## config.mk

```make
export PLATFORM = sky130hd
export DESIGN_NAME = host_data_port_front_end
export DESIGN_NICKNAME = d
export VERILOG_FILES = /design/src/host_port_pkg.sv /design/src/byte_buffer.sv /design/src/host_data_port_front_end.sv
export SDC_FILE = /design/constraint.sdc
export NUM_CORES = 1
export LEC_CHECK = 0
export ABC_AREA = 1
export BUFFER_PORTS_ARGS = -buffer_cell sky130_fd_sc_hd__buf_2
export CORE_ASPECT_RATIO = 0.7
export CORE_UTILIZATION = 40
export CTS_CLUSTER_DIAMETER = 80
export DETAILED_ROUTE_END_ITERATION = 7
export HOLD_SLACK_MARGIN = 0.05
export PLACE_DENSITY = 0.59
export SLEW_MARGIN = 10
export SYNTH_ARGS = -nofsm -noshare
export SYNTH_HDL_FRONTEND = slang
export SYNTH_SLANG_ARGS = --single-unit
```

## constraint.sdc

```tcl
create_clock -name clk_in -period 4.59 [get_ports clk_in]
set_input_delay 0.459 -clock clk_in [delete_from_list [all_inputs] [get_ports clk_in]]
set_output_delay 0.459 -clock clk_in [all_outputs]
set_load 0.1 [all_outputs]
```

## src/host_port_pkg.sv

```systemverilog
// Package: constants for the host data port front end
package host_port_pkg;
    localparam int BUS_W = 8;
    localparam int BIT_CNT_W = 3;
    localparam logic [2:0] LAST_BIT = 3'h7;
    localparam int SER_DATA_BIT = 7;
    localparam int SER_CLK_BIT = 6;
    localparam logic [7:0] BYTE_RESET = 8'h00;
    localparam int BUF_DEPTH = 2;
endpackage : host_port_pkg

```

## src/byte_buffer.sv

```systemverilog
// Two-entry buffer carrying a byte and its data/instruction flag
`timescale 1ns/1ps
module byte_buffer
(
    // Clock and reset
    input wire logic clk_in,
    input wire logic srst_in,
    // Fill side
    input wire logic in_valid_in,
    output logic in_ready_out,
    input wire logic [host_port_pkg::BUS_W:0] in_word_in,
    // Drain side
    output logic out_valid_out,
    input wire logic out_ready_in,
    output logic [host_port_pkg::BUS_W:0] out_word_out
);
    import host_port_pkg::*;
    logic [BUS_W:0] mem_r [BUF_DEPTH];
    logic wr_ptr_r;
    logic rd_ptr_r;
    logic [1:0] count_r;
    wire push = in_valid_in && (count_r != 2'h2);
    wire pop = out_valid_out && out_ready_in;

    assign in_ready_out = (count_r != 2'h2);
    assign out_valid_out = (count_r != 2'h0);
    assign out_word_out = mem_r[rd_ptr_r];

    always_ff @(posedge clk_in)
    begin
        if (srst_in)
        begin
            wr_ptr_r <= 1'b0;
            rd_ptr_r <= 1'b0;
            count_r <= 2'h0;
        end
        else
        begin
            if (push)
            begin
                mem_r[wr_ptr_r] <= in_word_in;
                wr_ptr_r <= ~wr_ptr_r;
            end
            if (pop)
                rd_ptr_r <= ~rd_ptr_r;
            count_r <= count_r + {1'b0, push} - {1'b0, pop};
        end
    end

    no_overfill_a: assert property (
        @(posedge clk_in) disable iff (srst_in)
        count_r <= 2'h2)
        else $error("buffer count overflow");
endmodule : byte_buffer

```

## src/host_data_port_front_end.sv

```systemverilog
// Top: parallel or serial host byte intake front end
`timescale 1ns/1ps
// What this block does
// - With the interface select high the eight data pins form a tri-state parallel bus driven only on reads.
// - With the interface select low the top data pin is the serial data input.
// - With the interface select low data pin six is the serial shift clock.
// - In serial mode one bit is sampled on each rising shift clock edge.
// - On the eighth rising shift clock edge the bits become a parallel byte.
// - In parallel mode the bus byte is captured at the rising edge of the write strobe.
// - In parallel mode the bus is driven only while the read strobe is low.
module host_data_port_front_end
(
    // Clock and reset
    input wire logic clk_in,
    input wire logic srst_in,
    // Mode strap
    input wire logic parallel_sel_in,
    // Host pins
    input wire logic cs_n_in,
    input wire logic data_instruction_select_in,
    input wire logic wr_n_in,
    input wire logic rd_n_in,
    input wire logic [host_port_pkg::BUS_W-1:0] host_data_bus_in,
    output logic [host_port_pkg::BUS_W-1:0] host_data_bus_out,
    output logic host_data_bus_oe_out,
    // Read data from the core
    input wire logic [host_port_pkg::BUS_W-1:0] read_byte_in,
    // Byte stream to the core
    output logic byte_valid_out,
    input wire logic byte_ready_in,
    output logic [host_port_pkg::BUS_W-1:0] byte_out,
    output logic byte_is_data_out
);
    import host_port_pkg::*;

    // ****************************************
    // Helpers
    // ****************************************
    // Rising edge of a pin against its level at the last clock
    function automatic logic rose_edge(input logic now_lvl,
        input logic last_lvl);
        return now_lvl && !last_lvl;
    endfunction : rose_edge

    // ****************************************
    // Edge detection
    // ****************************************
    logic wr_n_d_r;
    logic scl_d_r;
    logic [BIT_CNT_W-1:0] bit_cnt_r;
    logic [BUS_W-1:0] shift_r;
    logic [BUS_W-1:0] rd_data_r;
    logic oe_r;
    logic buf_valid;
    logic buf_ready;
    logic [BUS_W:0] buf_word;

    wire scl = host_data_bus_in[SER_CLK_BIT];
    wire sdi = host_data_bus_in[SER_DATA_BIT];
    wire scl_rise = !parallel_sel_in && !cs_n_in &&
        rose_edge(scl, scl_d_r);
    wire wr_rise = parallel_sel_in && !cs_n_in &&
        rose_edge(wr_n_in, wr_n_d_r);
    wire ser_done = scl_rise && (bit_cnt_r == LAST_BIT);
    wire [BUS_W-1:0] ser_byte = {shift_r[BUS_W-2:0], sdi};
    wire push = wr_rise || ser_done;
    // Byte plus select bit taken together at the capture edge
    wire [BUS_W:0] push_word = {data_instruction_select_in,
        wr_rise ? host_data_bus_in : ser_byte};
    wire drive = parallel_sel_in && !cs_n_in && !rd_n_in;

    always_ff @(posedge clk_in)
    begin
        if (srst_in)
        begin
            wr_n_d_r <= 1'b1;
            scl_d_r <= 1'b0;
        end
        else
        begin
            wr_n_d_r <= wr_n_in;
            scl_d_r <= scl;
        end
    end

    // ****************************************
    // Serial shifter
    // ****************************************
    always_ff @(posedge clk_in)
    begin
        if (srst_in || parallel_sel_in || cs_n_in)
        begin
            bit_cnt_r <= '0;
            shift_r <= BYTE_RESET;
        end
        else if (scl_rise)
        begin
            bit_cnt_r <= bit_cnt_r + 3'h1;
            shift_r <= ser_byte;
        end
    end

    // ****************************************
    // Read drive
    // ****************************************
    // Bus driven only in parallel mode during a read strobe
    always_ff @(posedge clk_in)
    begin
        if (srst_in)
        begin
            oe_r <= 1'b0;
            rd_data_r <= BYTE_RESET;
        end
        else
        begin
            oe_r <= drive;
            rd_data_r <= read_byte_in;
        end
    end
    assign host_data_bus_oe_out = oe_r;
    assign host_data_bus_out = rd_data_r;

    // ****************************************
    // Output buffer
    // ****************************************
    // Host strobes cannot be stalled; a full buffer drops the byte
    byte_buffer u_buf
    (
        .clk_in(clk_in),
        .srst_in(srst_in),
        .in_valid_in(push),
        .in_ready_out(),
        .in_word_in(push_word),
        .out_valid_out(buf_valid),
        .out_ready_in(buf_ready),
        .out_word_out(buf_word)
    );

    logic valid_r;
    logic [BUS_W:0] word_r;
    assign buf_ready = !valid_r || byte_ready_in;
    always_ff @(posedge clk_in)
    begin
        if (srst_in)
            valid_r <= 1'b0;
        else if (buf_ready)
        begin
            valid_r <= buf_valid;
            word_r <= buf_word;
        end
    end
    assign byte_valid_out = valid_r;
    assign byte_out = word_r[BUS_W-1:0];
    assign byte_is_data_out = word_r[BUS_W];

    // ****************************************
    // Checks
    // ****************************************
    oe_par_only_a: assert property (
        @(posedge clk_in) disable iff (srst_in)
        host_data_bus_oe_out |-> $past(parallel_sel_in))
        else $error("bus driven outside parallel mode");
    oe_rd_low_a: assert property (
        @(posedge clk_in) disable iff (srst_in)
        host_data_bus_oe_out |-> $past(!rd_n_in && !cs_n_in))
        else $error("bus driven without read strobe");
    oe_follows_a: assert property (
        @(posedge clk_in) disable iff (srst_in)
        drive |=> host_data_bus_oe_out)
        else $error("read strobe not answered");
    ser_eighth_a: assert property (
        @(posedge clk_in) disable iff (srst_in)
        ser_done |=> bit_cnt_r == '0)
        else $error("serial count not restarted after eighth edge");
    ser_count_a: assert property (
        @(posedge clk_in) disable iff (srst_in)
        (scl_rise && bit_cnt_r != LAST_BIT) |=>
        bit_cnt_r == $past(bit_cnt_r) + 3'h1)
        else $error("serial bit count stuck");
    ser_sample_a: assert property (
        @(posedge clk_in) disable iff (srst_in)
        scl_rise |=> shift_r[0] == $past(host_data_bus_in[SER_DATA_BIT]))
        else $error("serial bit not sampled");
    wr_capture_a: assert property (
        @(posedge clk_in) disable iff (srst_in)
        wr_rise |-> push_word[BUS_W-1:0] == host_data_bus_in)
        else $error("write byte not captured");
    sel_carry_a: assert property (
        @(posedge clk_in) disable iff (srst_in)
        push |-> push_word[BUS_W] == data_instruction_select_in)
        else $error("select bit lost");
    scl_pin_a: assert property (
        @(posedge clk_in) disable iff (srst_in)
        !parallel_sel_in |=> scl_d_r == $past(host_data_bus_in[SER_CLK_BIT]))
        else $error("shift clock not taken from pin six");
    stall_hold_a: assert property (
        @(posedge clk_in) disable iff (srst_in)
        (byte_valid_out && !byte_ready_in) |=> byte_valid_out &&
        $stable(byte_out) && $stable(byte_is_data_out))
        else $error("stalled byte changed");
    rd_data_a: assert property (
        @(posedge clk_in) disable iff (srst_in)
        host_data_bus_oe_out |-> host_data_bus_out == $past(read_byte_in))
        else $error("read data not from core byte");
    oe_release_a: assert property (
        @(posedge clk_in) disable iff (srst_in)
        !drive |=> !host_data_bus_oe_out)
        else $error("bus held after read strobe");
    ser_idle_a: assert property (
        @(posedge clk_in) disable iff (srst_in)
        (parallel_sel_in || cs_n_in) |=> bit_cnt_r == '0)
        else $error("partial serial byte kept");
    oe_serial_a: assert property (
        @(posedge clk_in) disable iff (srst_in)
        !parallel_sel_in |=> !host_data_bus_oe_out)
        else $error("bus driven in serial mode");
    oe_cs_a: assert property (
        @(posedge clk_in) disable iff (srst_in)
        cs_n_in |=> !host_data_bus_oe_out)
        else $error("bus driven while deselected");
    cov_wr: cover property (@(posedge clk_in) wr_rise);
    cov_instr: cover property (@(posedge clk_in)
        push && !data_instruction_select_in);
    cov_ser: cover property (@(posedge clk_in) ser_done);
    cov_rd: cover property (@(posedge clk_in) host_data_bus_oe_out);
    cov_stall: cover property (@(posedge clk_in) valid_r && !byte_ready_in);
endmodule : host_data_port_front_end

```

# Word level (Yosys, flattened, before mapping)
# Memories as Yosys holds them, arrays and structs flattened. A register that Yosys moved wholly into a read port is not among the register bits.
# Cells that the tools add are included.
op_classes:
  n_reduce_logical: 22
  addsub: 3
  mux: 4
  n_eq_ne: 2
  bitwise: 3
ops:
  columns: ["operator", "n"]
  rows:
  - ["1-bit logical AND", 10]
  - ["8-bit 2-to-1 mux", 1]
  - ["1-bit zero test", 6]
  - ["1-bit logical OR", 4]
  - ["3-bit by 1-bit adder with 3-bit output, second input constant", 1]
  - ["3-bit equality test, second input constant", 1]
  - ["1-bit 2-to-1 mux", 3]
  - ["1-bit NOT", 3]
  - ["2-bit by 1-bit adder with 2-bit output", 1]
  - ["2-bit != test, second input constant", 1]
  - ["2-bit AND reduction", 1]
  - ["2-bit nonzero test", 1]
  - ["2-bit by 1-bit subtractor with 2-bit output", 1]
totals:
  out_inout_bits: 19
  wordCells: 45
  inputBits: 24
  regBits: 26
  ramBits: 18
  mem_count: 1
memory_table:
  columns: ["memory", "words", "word_bits", "rd", "rd_ports_with_merged_regs", "wr", "line", "text"]
  rows:
  - ["u_buf.mem_r", 2, 9, 1, 1, 1, "byte_buffer.sv:18", "logic [BUS_W:0] mem_r [BUF_DEPTH];"]

# Logic depth before layout (Yosys ltp)
logic_depth:
  ltp_word: 9
  depth_mapped: 11
  mapped_depth_nobuf: 11

# By module
# A second synthesis with hierarchy kept.
unflattened:
  cells_unflattened: 213
  hier_area_um2: 2198.4
modules_own_cells:
  columns: ["mod", "cells_per_inst", "seq_area_each_um2", "instances", "area_per_inst_um2"]
  rows:
  - ["host_data_port_front_end", 149, 710.7, 1, 1238.7]
  - ["byte_buffer", 64, 640.6, 1, 959.7]

# Least setup slack after synthesis
# OpenSTA, ideal clock, no wires.
synth_timing:
  kind: "register to register"
  startpoint: "register valid_r (netlist: byte_valid_out)"
  endpoint: "register u_buf.count_r[1]"
  synth_period_minus_slack_ps: 2108
  path_stages_with_launch: 12
  setup_slack_ps: 2482
  arrival_ps: 2046
  path_buffers: 0
  t_required_ps: 4528
  setup_ps: 62
  path_cell_list: "dfxtp_1 inv_1 nor2_1 inv_1 o21ai_0 inv_1 ha_1 inv_1 nand3_2 nand2_1 inv_1 nor2_2"
synth_between:
  elab_chain_cells: 4
synth_rtl:
  columns: ["item", "line", "text"]
  rows:
  - ["start, declared", "host_data_port_front_end.sv:139", "logic valid_r;"]
  - ["start signal, assigned", "host_data_port_front_end.sv:148", "valid_r <= buf_valid;"]
  - ["1-bit zero test", "host_data_port_front_end.sv:141", "assign buf_ready = !valid_r || byte_ready_in;"]
  - ["1-bit logical OR", "host_data_port_front_end.sv:141", null]
  - ["1-bit logical AND", "byte_buffer.sv:23", "wire pop = out_valid_out && out_ready_in;"]
  - ["net u_buf.pop", "byte_buffer.sv:23", null]
  - ["2-bit by 1-bit subtractor with 2-bit output", "byte_buffer.sv:46", "count_r <= count_r + {1'b0, push} - {1'b0, pop};"]
  - ["end signal, assigned", "byte_buffer.sv:46", null]
  - ["end, declared", "byte_buffer.sv:21", "logic [1:0] count_r;"]
# The timed path passes the listed nets, and every way through them passes these cells.
# A chain may end at the register's enable or synchronous reset.

# Worst setup path after layout
layout_timing:
  startpoint: "register bit_cnt_r[0]"
  endpoint: "memory u_buf.mem_r[0][2] in the netlist's numbering, enable pin"
layout_between:
  elab_chain_cells: 7
layout_rtl:
  columns: ["item", "line", "text"]
  rows:
  - ["start, declared", "host_data_port_front_end.sv:50", "logic [BIT_CNT_W-1:0] bit_cnt_r;"]
  - ["start signal, assigned", "host_data_port_front_end.sv:98", "bit_cnt_r <= bit_cnt_r + 3'h1;"]
  - ["3-bit equality test", "host_data_port_front_end.sv:64", "wire ser_done = scl_rise && (bit_cnt_r == LAST_BIT);"]
  - ["1-bit logical AND", "host_data_port_front_end.sv:64", null]
  - ["1-bit logical OR", "host_data_port_front_end.sv:66", "wire push = wr_rise || ser_done;"]
  - ["1-bit logical AND", "byte_buffer.sv:22", "wire push = in_valid_in && (count_r != 2'h2);"]
  - ["1-bit 2-to-1 mux", "byte_buffer.sv:39", "if (push)"]
  - ["1-bit 2-to-1 mux", "byte_buffer.sv:31", "if (srst_in)"]
  - ["1-bit 2-to-1 mux (not written as such)", "byte_buffer.sv:41", "mem_r[wr_ptr_r] <= in_word_in;"]
  - ["end, declared", "byte_buffer.sv:18", null]
# Every way passes these cells.

==> flow_summary.yaml <==
global_routing:
  grt_pass1_wl_mm: 5.51
  grt_busiest_layer: "met2"
  grt_pass1_vias: 1208
  antenna_found_initial: 0
  global_route.usage.met3_pct: 3.96
  grt_usage_pct: 13.7
  grt_overflow_total: 0
  grt_use_met2_pct: 20.0
  grt_max_degree: 18
  use_met1_pct: 19.3
floorplanning:
  initial_core_util_pct: 42.3
  fp.dieArea_sq_um: 5400
  pin_count: 43
  num_rows: 21
  fp.dieH_um: 61.8
  die_w_um: 87.4
  core-area_sq_um: 4830
layout:
  layout_commonest_cell: "buf_2"
  antenna_cells: 0
  drive_gt1_share_pct: 26.7
  nets: 269
  layout_common_cells: "buf_2, nand2_1, edfxtp_1"
  fill_cells: 478
  area_growth_pct: 17.0
logic_synthesis:
  synthFlopType: "edfxtp_1"
  synth_edf_count: 27
  syn-num-nets: 225
  synth_area_sq_um: 2040
  synth_cell_types: 26
  yosysSeqAreaShare_pct: 65.2
  async_flop_share_pct: 0
  synth.avg_cell_area_sq_um: 10.3
  ys_seq_elements: 53
  synth_cells: 198
  yosysWarnings: 0
route:
  postRouteWirelength_mm: 3.31
  vias: 1310
  dr.pass1.iters: 4
  antenna_left: 0
  viasPerCell: 4.20
  route.detailed.drc: 0
  dr.first_iter.drc_count: 76
  routedWlPerCell_um: 10.6
setup_path:
  critPathBufInv: 0
  crit_arrival_ns: 1.85
  critPathCaptureType: "register"
  crit_type: "reg2reg"
  startpoint_type: "register"
  crit_path_frequent_cell: "ha_1"
  cpMaxStageDelayCell: "nor2_1"
  crit_family: "simple AND/OR/NAND/NOR gates"
  required_ns: 4.53
  critPathMaxStageDelay_ns: 0.60
  worst-path-max-fanout: 9
  cp_cell_sequence: "ha_1 -> ha_1 -> nand3_2 -> nand2_4 -> nand2_2 -> nor2_1"
status:
  status: "completed"
sta:
  hold_viol: 0
  finalSetupViolCount: 0
  skew_ns: 0.00607
  max_freq_mhz: 525
  rsz0062_at_grt: "no"
  setup_tns_ns: 0
  fin_crit_ns: 1.91
  slew_violations: 0
  tightest_slew_ns: 0.764
  relSlewSlack_pct: 48.9
  fin_crit_sh_pct: 41.5
clocking:
  cts_hold_buf: 0
  post_cts_buffers: 0
  clkSinkCount: 53
  root_buffer: "clkbuf_8"
  clk_pin_slew_ns: 0.09
  cts_made_buffers: 5
  cts_tree: "yes"
  cts_buffer_depth: 2
  htree_num_levels: 2
  cts_resized: 0
  clock_latency_ns: 0.30
job:
  drv_cap: 0
placed_design:
  place.detailed.hpwl_mm: 2.43
  portBuffers: 42
  place_congestion: 0.798
pwr:
  powerDensity_nw_per_um2: 492
  ir_worst_vdd_mv: 0.169
  p_total_mw: 1.18
  leakage_nw: 1.07
hold_path:
  hold_path_class: "in2reg"
-- power breakdown --
part / switching (mW) / leakage, nW / total (mW) / internal, mW
Combinational: 0.286 / 0.553 / 0.351 / 0.0651
Clock: 0.148 / 0.0456 / 0.257 / 0.109
Sequential: 0.0218 / 0.467 / 0.567 / 0.545
-- metal layers --
metal | wire length [um] | up-vias | part of all wire [%]
li1 | - | 720 | -
met1 | 1830 | 561 | 55
met2 | 1310 | 22 | 39
met3 | 122 | 7 | 3.7
met4 | 53 | 0 | 1.6
met5 | 0 | - | 0
-- through the flow --
step	hold slack (ns)	worst slack (ns)	instances	util (%)	cell area [sq um]
6_report	0.312	2.68	312	49.4	2390
5_1_grt	0.303	2.51	312	49.4	2390
4_1_cts	0.299	2.64	312	49.4	2390
3_5_place_dp	0.459	2.47	304	47.6	2300
3_3_place_gp	0.458	2.54	304	47.6	2300
2_1_floorplan	0.440	2.48	198	-	2040
-- cell families after synthesis --
logic type / synth area share [%]
AO/OA/AOI/OAI: 8.08
XOR/XNOR: 0.429
flip-flops: 65.2
adder cells (fa/ha/maj): 1.84
AND/OR/NAND/NOR: 17.4
buffers and inverters: 7.10
-- cell usage after synthesis (3+ instances only) --
| cell type | n | area share, % |
|---|---|---|
| nand2_1 | 36 | 6.6 |
| edfxtp_1 | 27 | 40 |
| dfxtp_1 | 26 | 25 |
| inv_1 | 26 | 4.8 |
| nor2_1 | 26 | 4.8 |
| a21oi_1 | 14 | 3.4 |
| o21ai_1 | 9 | 2.2 |
| o21ai_0 | 5 | 1.2 |
| ha_1 | 3 | 1.8 |
| inv_2 | 3 | 0.55 |
-- final cells by class --
type                            count  area, sq um  area share, %
Timing Repair Buffer               42          210           8.80
Inverter                           29          109           4.55
Sequential cell                    53         1330           55.7
Clock inverter                      2         13.8          0.576
Tap cell                           69         86.3           3.61
Multi-Input combinational cell    111          567           23.7
Clock buffer                        6         72.6           3.04
-- sequential cells by signal, summed over array words and instances, names as in the netlist --
register and cells:
host_data_bus_oe_out 1, bit_cnt_r 3, u_buf.wr_ptr_r 1, host_data_bus_out 8, u_buf.mem_r 18, u_buf.rd_ptr_r 1
byte_valid_out 1, wr_n_d_r 1, shift_r 7, scl_d_r 1, word_r 9, u_buf.count_r 2
-- final timing paths --
kind / from / to / slack, ns / depth (start not counted)
min reg2reg: bit_cnt_r[1]$_SDFFE_PP0P_ / bit_cnt_r[1]$_SDFFE_PP0P_ / 0.48 / 2
min: rd_n_in / host_data_bus_oe_out$_SDFF_PP0_ / 0.31 / 2
max reg2reg: bit_cnt_r[0]$_SDFFE_PP0P_ / u_buf.mem_r[0][2]$_DFFE_PP_ / 2.68 / 6
max: bit_cnt_r[0]$_SDFFE_PP0P_ / u_buf.mem_r[0][2]$_DFFE_PP_ / 2.68 / 6
-- worst register-to-register path: stages, from the launching register on --
cell     delay [ns]
dfxtp_1        0.36
ha_1           0.16
ha_1           0.15
nand3_2        0.10
nand2_4        0.09
nand2_2        0.09
nor2_1         0.60
(Power assumes the default switching activity.)
